`src/echm_pkg.sv`:
```
// Package of constants for the event channel host mapper.
package echm_pkg;

  // ****************************************************************
  // Bus and field widths.
  // ****************************************************************
  localparam int unsigned ECHM_ADDR_W  = 12;  // Byte address width of the register port.
  localparam int unsigned ECHM_DATA_W  = 32;  // Register data width.
  localparam int unsigned ECHM_SEL_W   = 4;   // Width of each select nibble.
  localparam int unsigned ECHM_NUM_EV  = 12;  // Covered system events 52 to 63.
  localparam int unsigned ECHM_NUM_CH  = 10;  // Channels 0 to 9.
  localparam int unsigned ECHM_NUM_HI  = 10;  // Host interrupts 0 to 9.
  localparam int unsigned ECHM_FIRST_EV = 52; // Lowest covered system event.

  // ****************************************************************
  // Register offsets.
  // ****************************************************************
  localparam logic [11:0] ECHM_OFS_EVCH_52_55 = 12'h434;
  localparam logic [11:0] ECHM_OFS_EVCH_56_59 = 12'h438;
  localparam logic [11:0] ECHM_OFS_EVCH_60_63 = 12'h43c;
  localparam logic [11:0] ECHM_OFS_CHHS_0_3   = 12'h800;
  localparam logic [11:0] ECHM_OFS_CHHS_4_7   = 12'h804;
  localparam logic [11:0] ECHM_OFS_CHHS_8_9   = 12'h808;

  // ****************************************************************
  // Field positions and reset value.
  // ****************************************************************
  localparam int unsigned ECHM_FIELD_POS0 = 0;   // First select field, bits 3-0.
  localparam int unsigned ECHM_FIELD_STEP = 8;   // Next field eight bits higher.
  localparam logic [31:0] ECHM_RESET_VAL  = 32'h0000_0000;

endpackage : echm_pkg

```
`src/echm_mapper.sv`:
```
// Event to channel and channel to host interrupt mapper with its registers.
`timescale 1ns/100ps
`default_nettype none

module echm_mapper
  import echm_pkg::*;
#(
  // Set bit n to fix channel n's host select to FIXED_HOST nibble n.
  parameter logic [echm_pkg::ECHM_NUM_CH-1:0]   FIXED_MASK = '0,
  parameter logic [4*echm_pkg::ECHM_NUM_CH-1:0] FIXED_HOST = '0
) (
  input  wire logic                           clk,
  input  wire logic                           reset,
  input  wire logic [echm_pkg::ECHM_ADDR_W-1:0] reg_addr,
  input  wire logic                           reg_wr,
  input  wire logic                           reg_rd,
  input  wire logic [echm_pkg::ECHM_DATA_W-1:0] reg_wdata,
  output logic      [echm_pkg::ECHM_DATA_W-1:0] reg_rdata,
  input  wire logic [echm_pkg::ECHM_NUM_EV-1:0] event_in,
  output logic      [4*echm_pkg::ECHM_NUM_EV-1:0] event_channel_sel,
  output logic      [4*echm_pkg::ECHM_NUM_CH-1:0] channel_host_sel,
  output logic      [echm_pkg::ECHM_NUM_HI-1:0] host_int
);
  import echm_pkg::*;

  // ****************************************************************
  // Register storage.
  // ****************************************************************
  logic [31:0] evch_ff [3];       // Event channel maps, 434h to 43Ch.
  logic [31:0] nxt_evch [3];      // Next values of the event maps.
  logic [31:0] chhs_ff [3];       // Host maps, 800h to 808h.
  logic [31:0] nxt_chhs [3];      // Next values of the host maps.
  logic [31:0] rdata_ff;          // Read data register.
  logic [31:0] nxt_rdata;         // Next read data.
  logic [ECHM_NUM_HI-1:0] host_ff;      // Registered host interrupt lines.
  logic [ECHM_NUM_HI-1:0] nxt_host;     // Next host interrupt lines.
  logic [ECHM_NUM_EV-1:0] ev_s1_ff;     // First synchroniser stage of events.
  logic [ECHM_NUM_EV-1:0] ev_s2_ff;     // Second synchroniser stage of events.
  logic [4*ECHM_NUM_EV-1:0] evsel_ff;   // Registered event channel selects.
  logic [4*ECHM_NUM_CH-1:0] hsel_ff;    // Registered host selects.
  logic [4*ECHM_NUM_EV-1:0] evsel_w;    // Current event channel selects.
  logic [4*ECHM_NUM_CH-1:0] hsel_w;     // Current host selects, fixed ones applied.
  logic [ECHM_NUM_CH-1:0]   ch_act;     // Channels raised this cycle.
  logic [ECHM_NUM_CH-1:0]   ev_hits [ECHM_NUM_EV]; // Per-event channel vectors.
  logic [ECHM_NUM_HI-1:0]   ch_hits [ECHM_NUM_CH]; // Per-channel host vectors.

  // Map a byte offset to a slot of the event map bank, or 3 for none.
  function automatic logic [1:0] evch_slot(input logic [11:0] a);
    unique case (a)
      ECHM_OFS_EVCH_52_55: evch_slot = 2'h0;
      ECHM_OFS_EVCH_56_59: evch_slot = 2'h1;
      ECHM_OFS_EVCH_60_63: evch_slot = 2'h2;
      default:             evch_slot = 2'h3;
    endcase
  endfunction

  // Map a byte offset to a slot of the host map bank, or 3 for none.
  function automatic logic [1:0] chhs_slot(input logic [11:0] a);
    unique case (a)
      ECHM_OFS_CHHS_0_3: chhs_slot = 2'h0;
      ECHM_OFS_CHHS_4_7: chhs_slot = 2'h1;
      ECHM_OFS_CHHS_8_9: chhs_slot = 2'h2;
      default:           chhs_slot = 2'h3;
    endcase
  endfunction

  // ****************************************************************
  // Register write and read.
  // ****************************************************************
  // Whole words are written; reserved nibbles are stored and read back too, but never steer routing.
  always_comb begin
    for (int r = 0; r < 3; r++) begin
      nxt_evch[r] = evch_ff[r];
      nxt_chhs[r] = chhs_ff[r];
    end
    nxt_rdata = rdata_ff;
    if (reg_wr && (evch_slot(reg_addr) != 2'h3)) begin
      nxt_evch[evch_slot(reg_addr)] = reg_wdata;
    end
    if (reg_wr && (chhs_slot(reg_addr) != 2'h3)) begin
      nxt_chhs[chhs_slot(reg_addr)] = reg_wdata;
    end
    if (reg_rd) begin
      if (evch_slot(reg_addr) != 2'h3) begin
        nxt_rdata = evch_ff[evch_slot(reg_addr)];
      end else if (chhs_slot(reg_addr) != 2'h3) begin
        nxt_rdata = chhs_ff[chhs_slot(reg_addr)];
        // Fixed channels read back their hardware value, not the stored one.
        for (int c = 0; c < ECHM_NUM_CH; c++) begin
          if ((c / 4 == int'(chhs_slot(reg_addr))) && FIXED_MASK[c]) begin
            nxt_rdata[ECHM_FIELD_POS0 + ECHM_FIELD_STEP*(c%4) +: ECHM_SEL_W] =
              FIXED_HOST[4*c +: 4];
          end
        end
      end else begin
        nxt_rdata = 32'h0000_0000; // Unmapped offsets read as zero.
      end
    end
  end

  // Storage flops; reset clears every field.
  always_ff @(posedge clk or posedge reset) begin
    if (reset) begin
      for (int r = 0; r < 3; r++) begin
        evch_ff[r] <= ECHM_RESET_VAL;
        chhs_ff[r] <= ECHM_RESET_VAL;
      end
      rdata_ff <= ECHM_RESET_VAL;
    end else begin
      for (int r = 0; r < 3; r++) begin
        evch_ff[r] <= nxt_evch[r];
        chhs_ff[r] <= nxt_chhs[r];
      end
      rdata_ff <= nxt_rdata;
    end
  end

  // ****************************************************************
  // Field extraction.
  // ****************************************************************
  // Only the select nibbles are picked out, so reserved bits cannot steer routing.
  always_comb begin
    for (int e = 0; e < ECHM_NUM_EV; e++) begin
      evsel_w[4*e +: 4] =
        evch_ff[e/4][ECHM_FIELD_POS0 + ECHM_FIELD_STEP*(e%4) +: ECHM_SEL_W];
    end
    for (int c = 0; c < ECHM_NUM_CH; c++) begin
      hsel_w[4*c +: 4] = FIXED_MASK[c] ? FIXED_HOST[4*c +: 4] :
        chhs_ff[c/4][ECHM_FIELD_POS0 + ECHM_FIELD_STEP*(c%4) +: ECHM_SEL_W];
    end
  end

  // ****************************************************************
  // Routing.
  // ****************************************************************
  // Each event decodes to at most one channel, each channel to at most one host line.
  genvar g;
  generate
    for (g = 0; g < ECHM_NUM_EV; g++) begin : g_ev
      echm_onehot_route #(.OUT_N(ECHM_NUM_CH)) u_ev (
        .sel (evsel_w[4*g +: 4]),
        .req (ev_s2_ff[g]),
        .hit (ev_hits[g])
      );
    end
    for (g = 0; g < ECHM_NUM_CH; g++) begin : g_ch
      echm_onehot_route #(.OUT_N(ECHM_NUM_HI)) u_ch (
        .sel (hsel_w[4*g +: 4]),
        .req (ch_act[g]),
        .hit (ch_hits[g])
      );
    end
  endgenerate

  // Values of ten and up route nowhere, which keeps them harmless.
  always_comb begin
    ch_act = '0;
    nxt_host = '0;
    for (int e = 0; e < ECHM_NUM_EV; e++) begin
      ch_act = ch_act | ev_hits[e];
    end
    for (int c = 0; c < ECHM_NUM_CH; c++) begin
      nxt_host = nxt_host | ch_hits[c];
    end
  end

  // Events come from other logic domains, so they are synchronised first.
  always_ff @(posedge clk or posedge reset) begin
    if (reset) begin
      ev_s1_ff <= '0;
      ev_s2_ff <= '0;
      host_ff  <= '0;
      evsel_ff <= '0;
      hsel_ff  <= '0;
    end else begin
      ev_s1_ff <= event_in;
      ev_s2_ff <= ev_s1_ff;
      host_ff  <= nxt_host;
      evsel_ff <= evsel_w;
      hsel_ff  <= hsel_w;
    end
  end

  // ****************************************************************
  // Outputs.
  // ****************************************************************
  assign reg_rdata         = rdata_ff;
  assign host_int          = host_ff;
  assign event_channel_sel = evsel_ff;
  assign channel_host_sel  = hsel_ff;

endmodule : echm_mapper
`default_nettype wire

```
`src/echm_onehot_route.sv`:
```
// Decoder that turns a select nibble and a request into a one-hot vector.
`timescale 1ns/100ps
`default_nettype none

module echm_onehot_route #(
  parameter int unsigned OUT_N = 10
) (
  input  wire logic [3:0]       sel,   // Chosen destination number.
  input  wire logic             req,   // Request to route.
  output logic      [OUT_N-1:0] hit    // One-hot destination vector.
);

  // ****************************************************************
  // Decode.
  // ****************************************************************
  // Numbers beyond the last destination raise nothing; software is told not to use them.
  always_comb begin
    hit = '0;
    for (int i = 0; i < OUT_N; i++) begin
      if (req && (sel == 4'(i))) begin
        hit[i] = 1'b1;
      end
    end
  end

endmodule : echm_onehot_route
`default_nettype wire

```
`config.mk`:
```
export PLATFORM = sky130hd
export DESIGN_NAME = echm_mapper
export DESIGN_NICKNAME = d
export VERILOG_FILES = /design/src/echm_pkg.sv /design/src/echm_mapper.sv /design/src/echm_onehot_route.sv
export SDC_FILE = /design/constraint.sdc
export NUM_CORES = 1
export LEC_CHECK = 0
export BUFFER_PORTS_ARGS = -buffer_cell sky130_fd_sc_hd__clkbuf_2
export CAP_MARGIN = 20
export CORE_AREA = 8 8 233 235
export CTS_CLUSTER_DIAMETER = 30
export CTS_CLUSTER_SIZE = 10
export DETAILED_ROUTE_END_ITERATION = 6
export DIE_AREA = 0 0 241 243
export GPL_ROUTABILITY_DRIVEN = 0
export SYNTH_ARGS = -nofsm -noshare
export SYNTH_HDL_FRONTEND = slang
export SYNTH_SLANG_ARGS = --single-unit
```
`constraint.sdc`:
```
create_clock -name clk -period 14.15 [get_ports clk]
set_input_delay 0 -clock clk [delete_from_list [all_inputs] [get_ports clk]]
set_output_delay 0 -clock clk [all_outputs]
set_load 0.1 [all_outputs]
```
# Word level (Yosys, flattened, before mapping)
# Index checks and enable logic that the tools add are counted.
# Widths: inputs -> output; s select.
# word_totals
regBits	346
input_bits	60
out_inout_bits	130
elab_cells	742
# op_classes
magnitude_cmp	6
n_eq_ne	208
muxes	246
bitwise_logic	24
reduce_logical	246
# op_table
cell	n
$eq 4x3->1 const B	88
$mux 32	8
$logic_and 1x1->1	224
$mux 1	220
$or 10x10->10	20
$bwmux 96	2
$eq 4x2->1 const B	44
$eq 4x4->1 const B	44
$bmux 32 s2	2
$demux 32 s2	2
$eq 4x1->1 const B	22
$logic_not 4->1	22
$eq 12x11->1 const B	3
$eq 12x12->1 const B	3
$mux 2	10
$ge 3x3->1 const B	4
$not 2->3	4
$pmux 2 s3	2
$ne 2x2->1 const B	4
$lt 3x1->1 const B	2

# Depth between registers and ports, before layout
# logic_depth
word_depth	25
depth_mapped	9
mapped_depth_nobuf	7

# By module
# From an unflattened synthesis, not the netlist that was laid out.
# hier_totals
hier_cells	1235
area_unflattened_um2	15416.0
# modules_own_cells
module	n_inst	cells_each	area_each_um2	seq_area_each_um2
echm_mapper	1	883	13406.6	8658.3
echm_onehot_route	22	16	91.3	0.0

# Worst setup path after synthesis
# No wires, ideal clock.
# synth_timing
path_kind	flip-flop to flip-flop
startpoint	register ev_s2_ff[4]
endpoint	register host_ff[6], in the netlist host_int[6]
setup_ps	138
arrival_ps	2246
required_time_ps	14012
setup_slack_ps	11766
stages_incl_launch_ff	8
n_path_buf	0
period_less_slack_ps	2384
path_cell_list	dfrtp_1 or3b_4 o22ai_1 or4_4 nor3_4 nor3_1 a41o_1 or4_1
# synth_between
elab_chain_cells	21
word_cells_on_any_way	57
# synth_rtl
item	line_no	rtl
start, declared	echm_mapper.sv:38	logic [ECHM_NUM_EV-1:0] ev_s2_ff;
start signal, assigned	echm_mapper.sv:177	ev_s2_ff <= ev_s1_ff;
$logic_and 1x1->1	echm_onehot_route.sv:20	if (req && (sel == 4'(i))) begin
$mux 1	echm_onehot_route.sv:20	
$or 10x10->10 * (8 in a row)	echm_mapper.sv:160	ch_act = ch_act | ev_hits[e];
$logic_and 1x1->1	echm_onehot_route.sv:20	
$mux 1	echm_onehot_route.sv:20	
$or 10x10->10 (8 in a row)	echm_mapper.sv:163	nxt_host = nxt_host | ch_hits[c];
$or 10x10->10 *	echm_mapper.sv:163	
net nxt_host[6]	echm_mapper.sv:36	logic [ECHM_NUM_HI-1:0] nxt_host;
end signal, assigned	echm_mapper.sv:178	host_ff <= nxt_host;
end, declared	echm_mapper.sv:35	logic [ECHM_NUM_HI-1:0] host_ff;
# Mark *: on every way through the listed nets, which the timed path passes. The rest lies on a longest branch.
# A chain may end at the register's enable or synchronous reset.

# Worst setup path after layout
# layout_timing
startpoint	input reg_addr[7] (netlist name)
endpoint	register evch_ff[3] (netlist name)
# layout_between
elab_chain_cells	9
word_cells_on_any_way	14
# layout_rtl
item	line_no	rtl
start, declared	echm_mapper.sv:14	input wire logic [echm_pkg::ECHM_ADDR_W-1:0] reg_addr,
$eq 12x11->1	echm_mapper.sv:49	unique case (a)
$pmux 2 s3 *	echm_mapper.sv:49	
$mux 2	echm_mapper.sv:77	if (reg_wr && (evch_slot(reg_addr) != 2'h3)) begin
$not 2->3 (implied by the code)	echm_mapper.sv:78	nxt_evch[evch_slot(reg_addr)] = reg_wdata;
$ge 3x3->1 (implied by the code) / $lt 3x1->1 (equally long branches)	echm_mapper.sv:78	
$logic_and 1x1->1 (implied by the code)	echm_mapper.sv:78	
$mux 32 (implied by the code)	echm_mapper.sv:78	
$demux 32 s2	echm_mapper.sv:78	
$bwmux 96	echm_mapper.sv:78	
end signal, assigned by index	echm_mapper.sv:111	evch_ff[r] <= nxt_evch[r];
end, declared	echm_mapper.sv:29	logic [31:0] evch_ff [3];
# Mark *: on every way between the ends. The rest lies on a longest branch, timed or not. The select of a mux whose other input is x is not followed.

==> flow_summary.toml <==
[clock_network]
clock_latency_ns = 0.59
cts_buffer_depth = 3
clkTransAtPathRegs_ns = 0.05
clk_root_buffer_cell = "clkbuf_16"
post_cts_buffers = 0
cts_tree = "yes"
cts_inserted_buffers = 77
cts_max_level = 3
clkSinkCount = 346

[status]
status = "complete, but fails checks"
violations = "design-rule violations"

[yosys]
synth_area_um2 = 15000
ys_types = 62
async_flop_share = 1.00
ys_seq_area_frac = 0.575
synth-seq-cells = 346
syn_inst = 1206
synth_area_leader_cell = "dfrtp_1"
synth_nets = 1266
synth-edff-count = 0
synth_top_area_share = 0.575
synth_warnings = 0
synth_ff_type = "dfrtp_1"
synth_area_leaders = "dfrtp_1, mux2_2, mux2i_1, o22ai_1, a222oi_1"
synth.avg_cell_area_um2 = 12.5

[hold_path]
hold_path.startpoint = "event_in[3]"
worstHoldPathCells = 2
hold_path.class = "in -> reg"
hold-path-endpoint = "ev_s1_ff[3]"

[sta]
rsz0062_at_grt = "no"
layout_setup_ws_ns = 10.61
worst_slew_pin_slew_ns = 1.09
relSlewSlack = 0.270
post-route-min-period_ns = 3.54
period_share = 0.250
timing.final.hold_violations = 0
report.final.slew_viol_count = 0
finalSetupViolCount = 0
max_freq_ghz = 0.282
fin_tns_setup_ns = 0
worst_clock_skew_ns = 0.0201

[grt]
antenna_found_initial = 0
grt_max_degree = 138
grt_pass1_wl_mm = 74.2
grt_pass1_vias = 11938
grt_overflow = 0
track_usage = 0.165

[placement]
place_hpwl_mm = 34.3
port_buffers = 189
preCtsSetupSlack_ns = 10.02

[routing]
avgRoutedWirePerCell_um = 22.2
drt_wl_total_mm = 49.3
vias_per_cell = 5.25
drtIter0Drc = 1148
final_antenna_net_count = 0
dr.pass1.iters = 7
drc = 64
num_vias = 11634

[pwr]
power_density_nw_per_um2 = 150
peakVddDrop_v = 0.0000838
total_power_mw = 3.00
leakage_nw = 9.45

[floorplanning]
die_x_um = 241
start_util = 0.297
rows = 83
die_area_um2 = 58600
coreArea_um2 = 50700
ios = 190
die_h_um = 243

[critical_path]
cp-startpoint = "reg_addr[7]"
critical_path_class = "in -> reg"
worst_ep_arrival_time_ns = 4.00
endpoint_kind = "flip-flop"
rrSetupSlack_ns = 11.02
cp.required_ns = 14.60
start_kind = "primary input"
cp_max_fo = 32
worst_r2r_path_depth = 7
r2r-start = "evch_ff[57]"
r2r_end = "host_int[6]"

[finish]
layout.nets = 1532
drive_gt1_frac = 0.392
insertedDiodeCount = 0
syn_to_final_growth_pct = 32.7

[flow_run]
maxCapViolCount = 0
## cell usage in the layout, fill, tap and decap left out, types with 9 or more instances in the layout
| master | netlist | final |
|---|---|---|
| a21oi_1 | 42 | 42 |
| a222oi_1 | 29 | 29 |
| buf_4 | 0 | 10 |
| bufinv_16 | 0 | 11 |
| clkbuf_16 | 0 | 77 |
| clkbuf_2 | 0 | 187 |
| clkbuf_8 | 0 | 12 |
| clkinv_2 | 0 | 15 |
| clkinvlp_4 | 0 | 10 |
| dfrtp_1 | 346 | 346 |
| dlygate4sd3_1 | 0 | 45 |
| mux2_2 | 221 | 221 |
| mux2i_1 | 32 | 32 |
| nand2_1 | 69 | 66 |
| nand2b_1 | 33 | 33 |
| nand3_1 | 28 | 28 |
| nand3b_1 | 28 | 28 |
| nor2_1 | 62 | 60 |
| nor2b_1 | 11 | 10 |
| nor3_1 | 13 | 13 |
| nor4_1 | 14 | 14 |
| o21ai_0 | 37 | 37 |
| o22ai_1 | 48 | 48 |
| o32ai_1 | 11 | 11 |
| or2_2 | 10 | 10 |
| or3b_2 | 9 | 9 |
## state kept, by name, summed over array words and instances (netlist names)
signal and cells:
chhs_ff 96, evch_ff 96, event_channel_sel 48, channel_host_sel 40, reg_rdata 32, ev_s1_ff 12
ev_s2_ff 12, host_int 10
## repair_timing
action                    4_1_cts  5_1_grt
hold buffers                   45        0
resized for setup               0        0
hold endpoints to repair      338        0
## worst max path at each step
stage / end / slack (ns) / cells past startpoint
3_5_place_dp: evch_ff[23] / 10.02 / 8
2_1_floorplan: channel_host_sel[0] / 4.56 / 1
3_3_place_gp: evch_ff[10] / 10.15 / 8
5_1_grt: evch_ff[23] / 10.40 / 8
4_1_cts: evch_ff[3] / 10.58 / 8
6_report: evch_ff[3] / 10.61 / 8
## cell type report
class / instances / area (um^2)
inverters: 7 / 33.8
clock inverters: 47 / 614
multi-input cells: 795 / 6190
flip-flops and latches: 346 / 8660
repair buffers: 245 / 1500
clock buffers: 97 / 2120
fillers: 4903 / 30700
well taps: 680 / 851
## kinds of logic after synthesis
family	after synthesis	share of synthesized area
DFF	346	0.575
and+or+nand+nor	336	0.128
muxes	253	0.187
AOI/OAI and AO/OA	206	0.0934
buffers and inverters	65	0.0170
## Yosys cell counts (all sizes together) (3+ instances only)
master   instances
o32ai           11
inv              7
o2111ai          3
dfrtp          346
o211ai           8
or3b            12
o22ai           48
a31oi            5
a22o             4
o21ai           37
a21oi           42
nor4            16
or4              9
clkbuf          34
or4b             5
nor2b           11
a222oi          29
buf             24
or2b             4
nand3           28
nand2           69
nand2b          33
or2             10
or3              9
mux2           221
mux2i           32
nand3b          28
nor3            15
a22oi            4
and3             4
nor2            62
a2111oi          5
nand4            5
## routing by layer
layer	wire, um	vias up	global-route usage
li1	-	5099	-
met1	20000	5856	0.213
met2	24000	567	0.269
met3	4040	112	0.0401
met4	1230	0	0.0525
met5	0	-	0
## power breakdown
part | internal, mW | switching, mW
Combinational | 0.0320 | 0.114
Clock | 1.27 | 0.573
Sequential | 1.01 | 0.00926
Total | 2.30 | 0.696
## per-stage QoR
step | area, um^2 | utilization | hold WS [ns] | cells
after floorplan | 15000 | - | 0.0314 | 1206
after global placement | 16800 | 0.331 | 0.111 | 2027
after detailed placement | 16800 | 0.331 | 0.110 | 2027
after CTS | 19900 | 0.393 | 0.0432 | 2216
after global routing | 20000 | 0.394 | 0.0509 | 2217
final | 20000 | 0.394 | 0.0612 | 2217
## critical path, cell delays in order
cell      delay [ns]
clkbuf_2        0.10
nor4_1          0.27
nand2_1         0.14
nor2_1          0.49
nand2_2         0.72
nor2_4          0.95
nand2_2         0.78
mux2_2          0.53
Note: power is estimated with default switching activity, not from simulation.
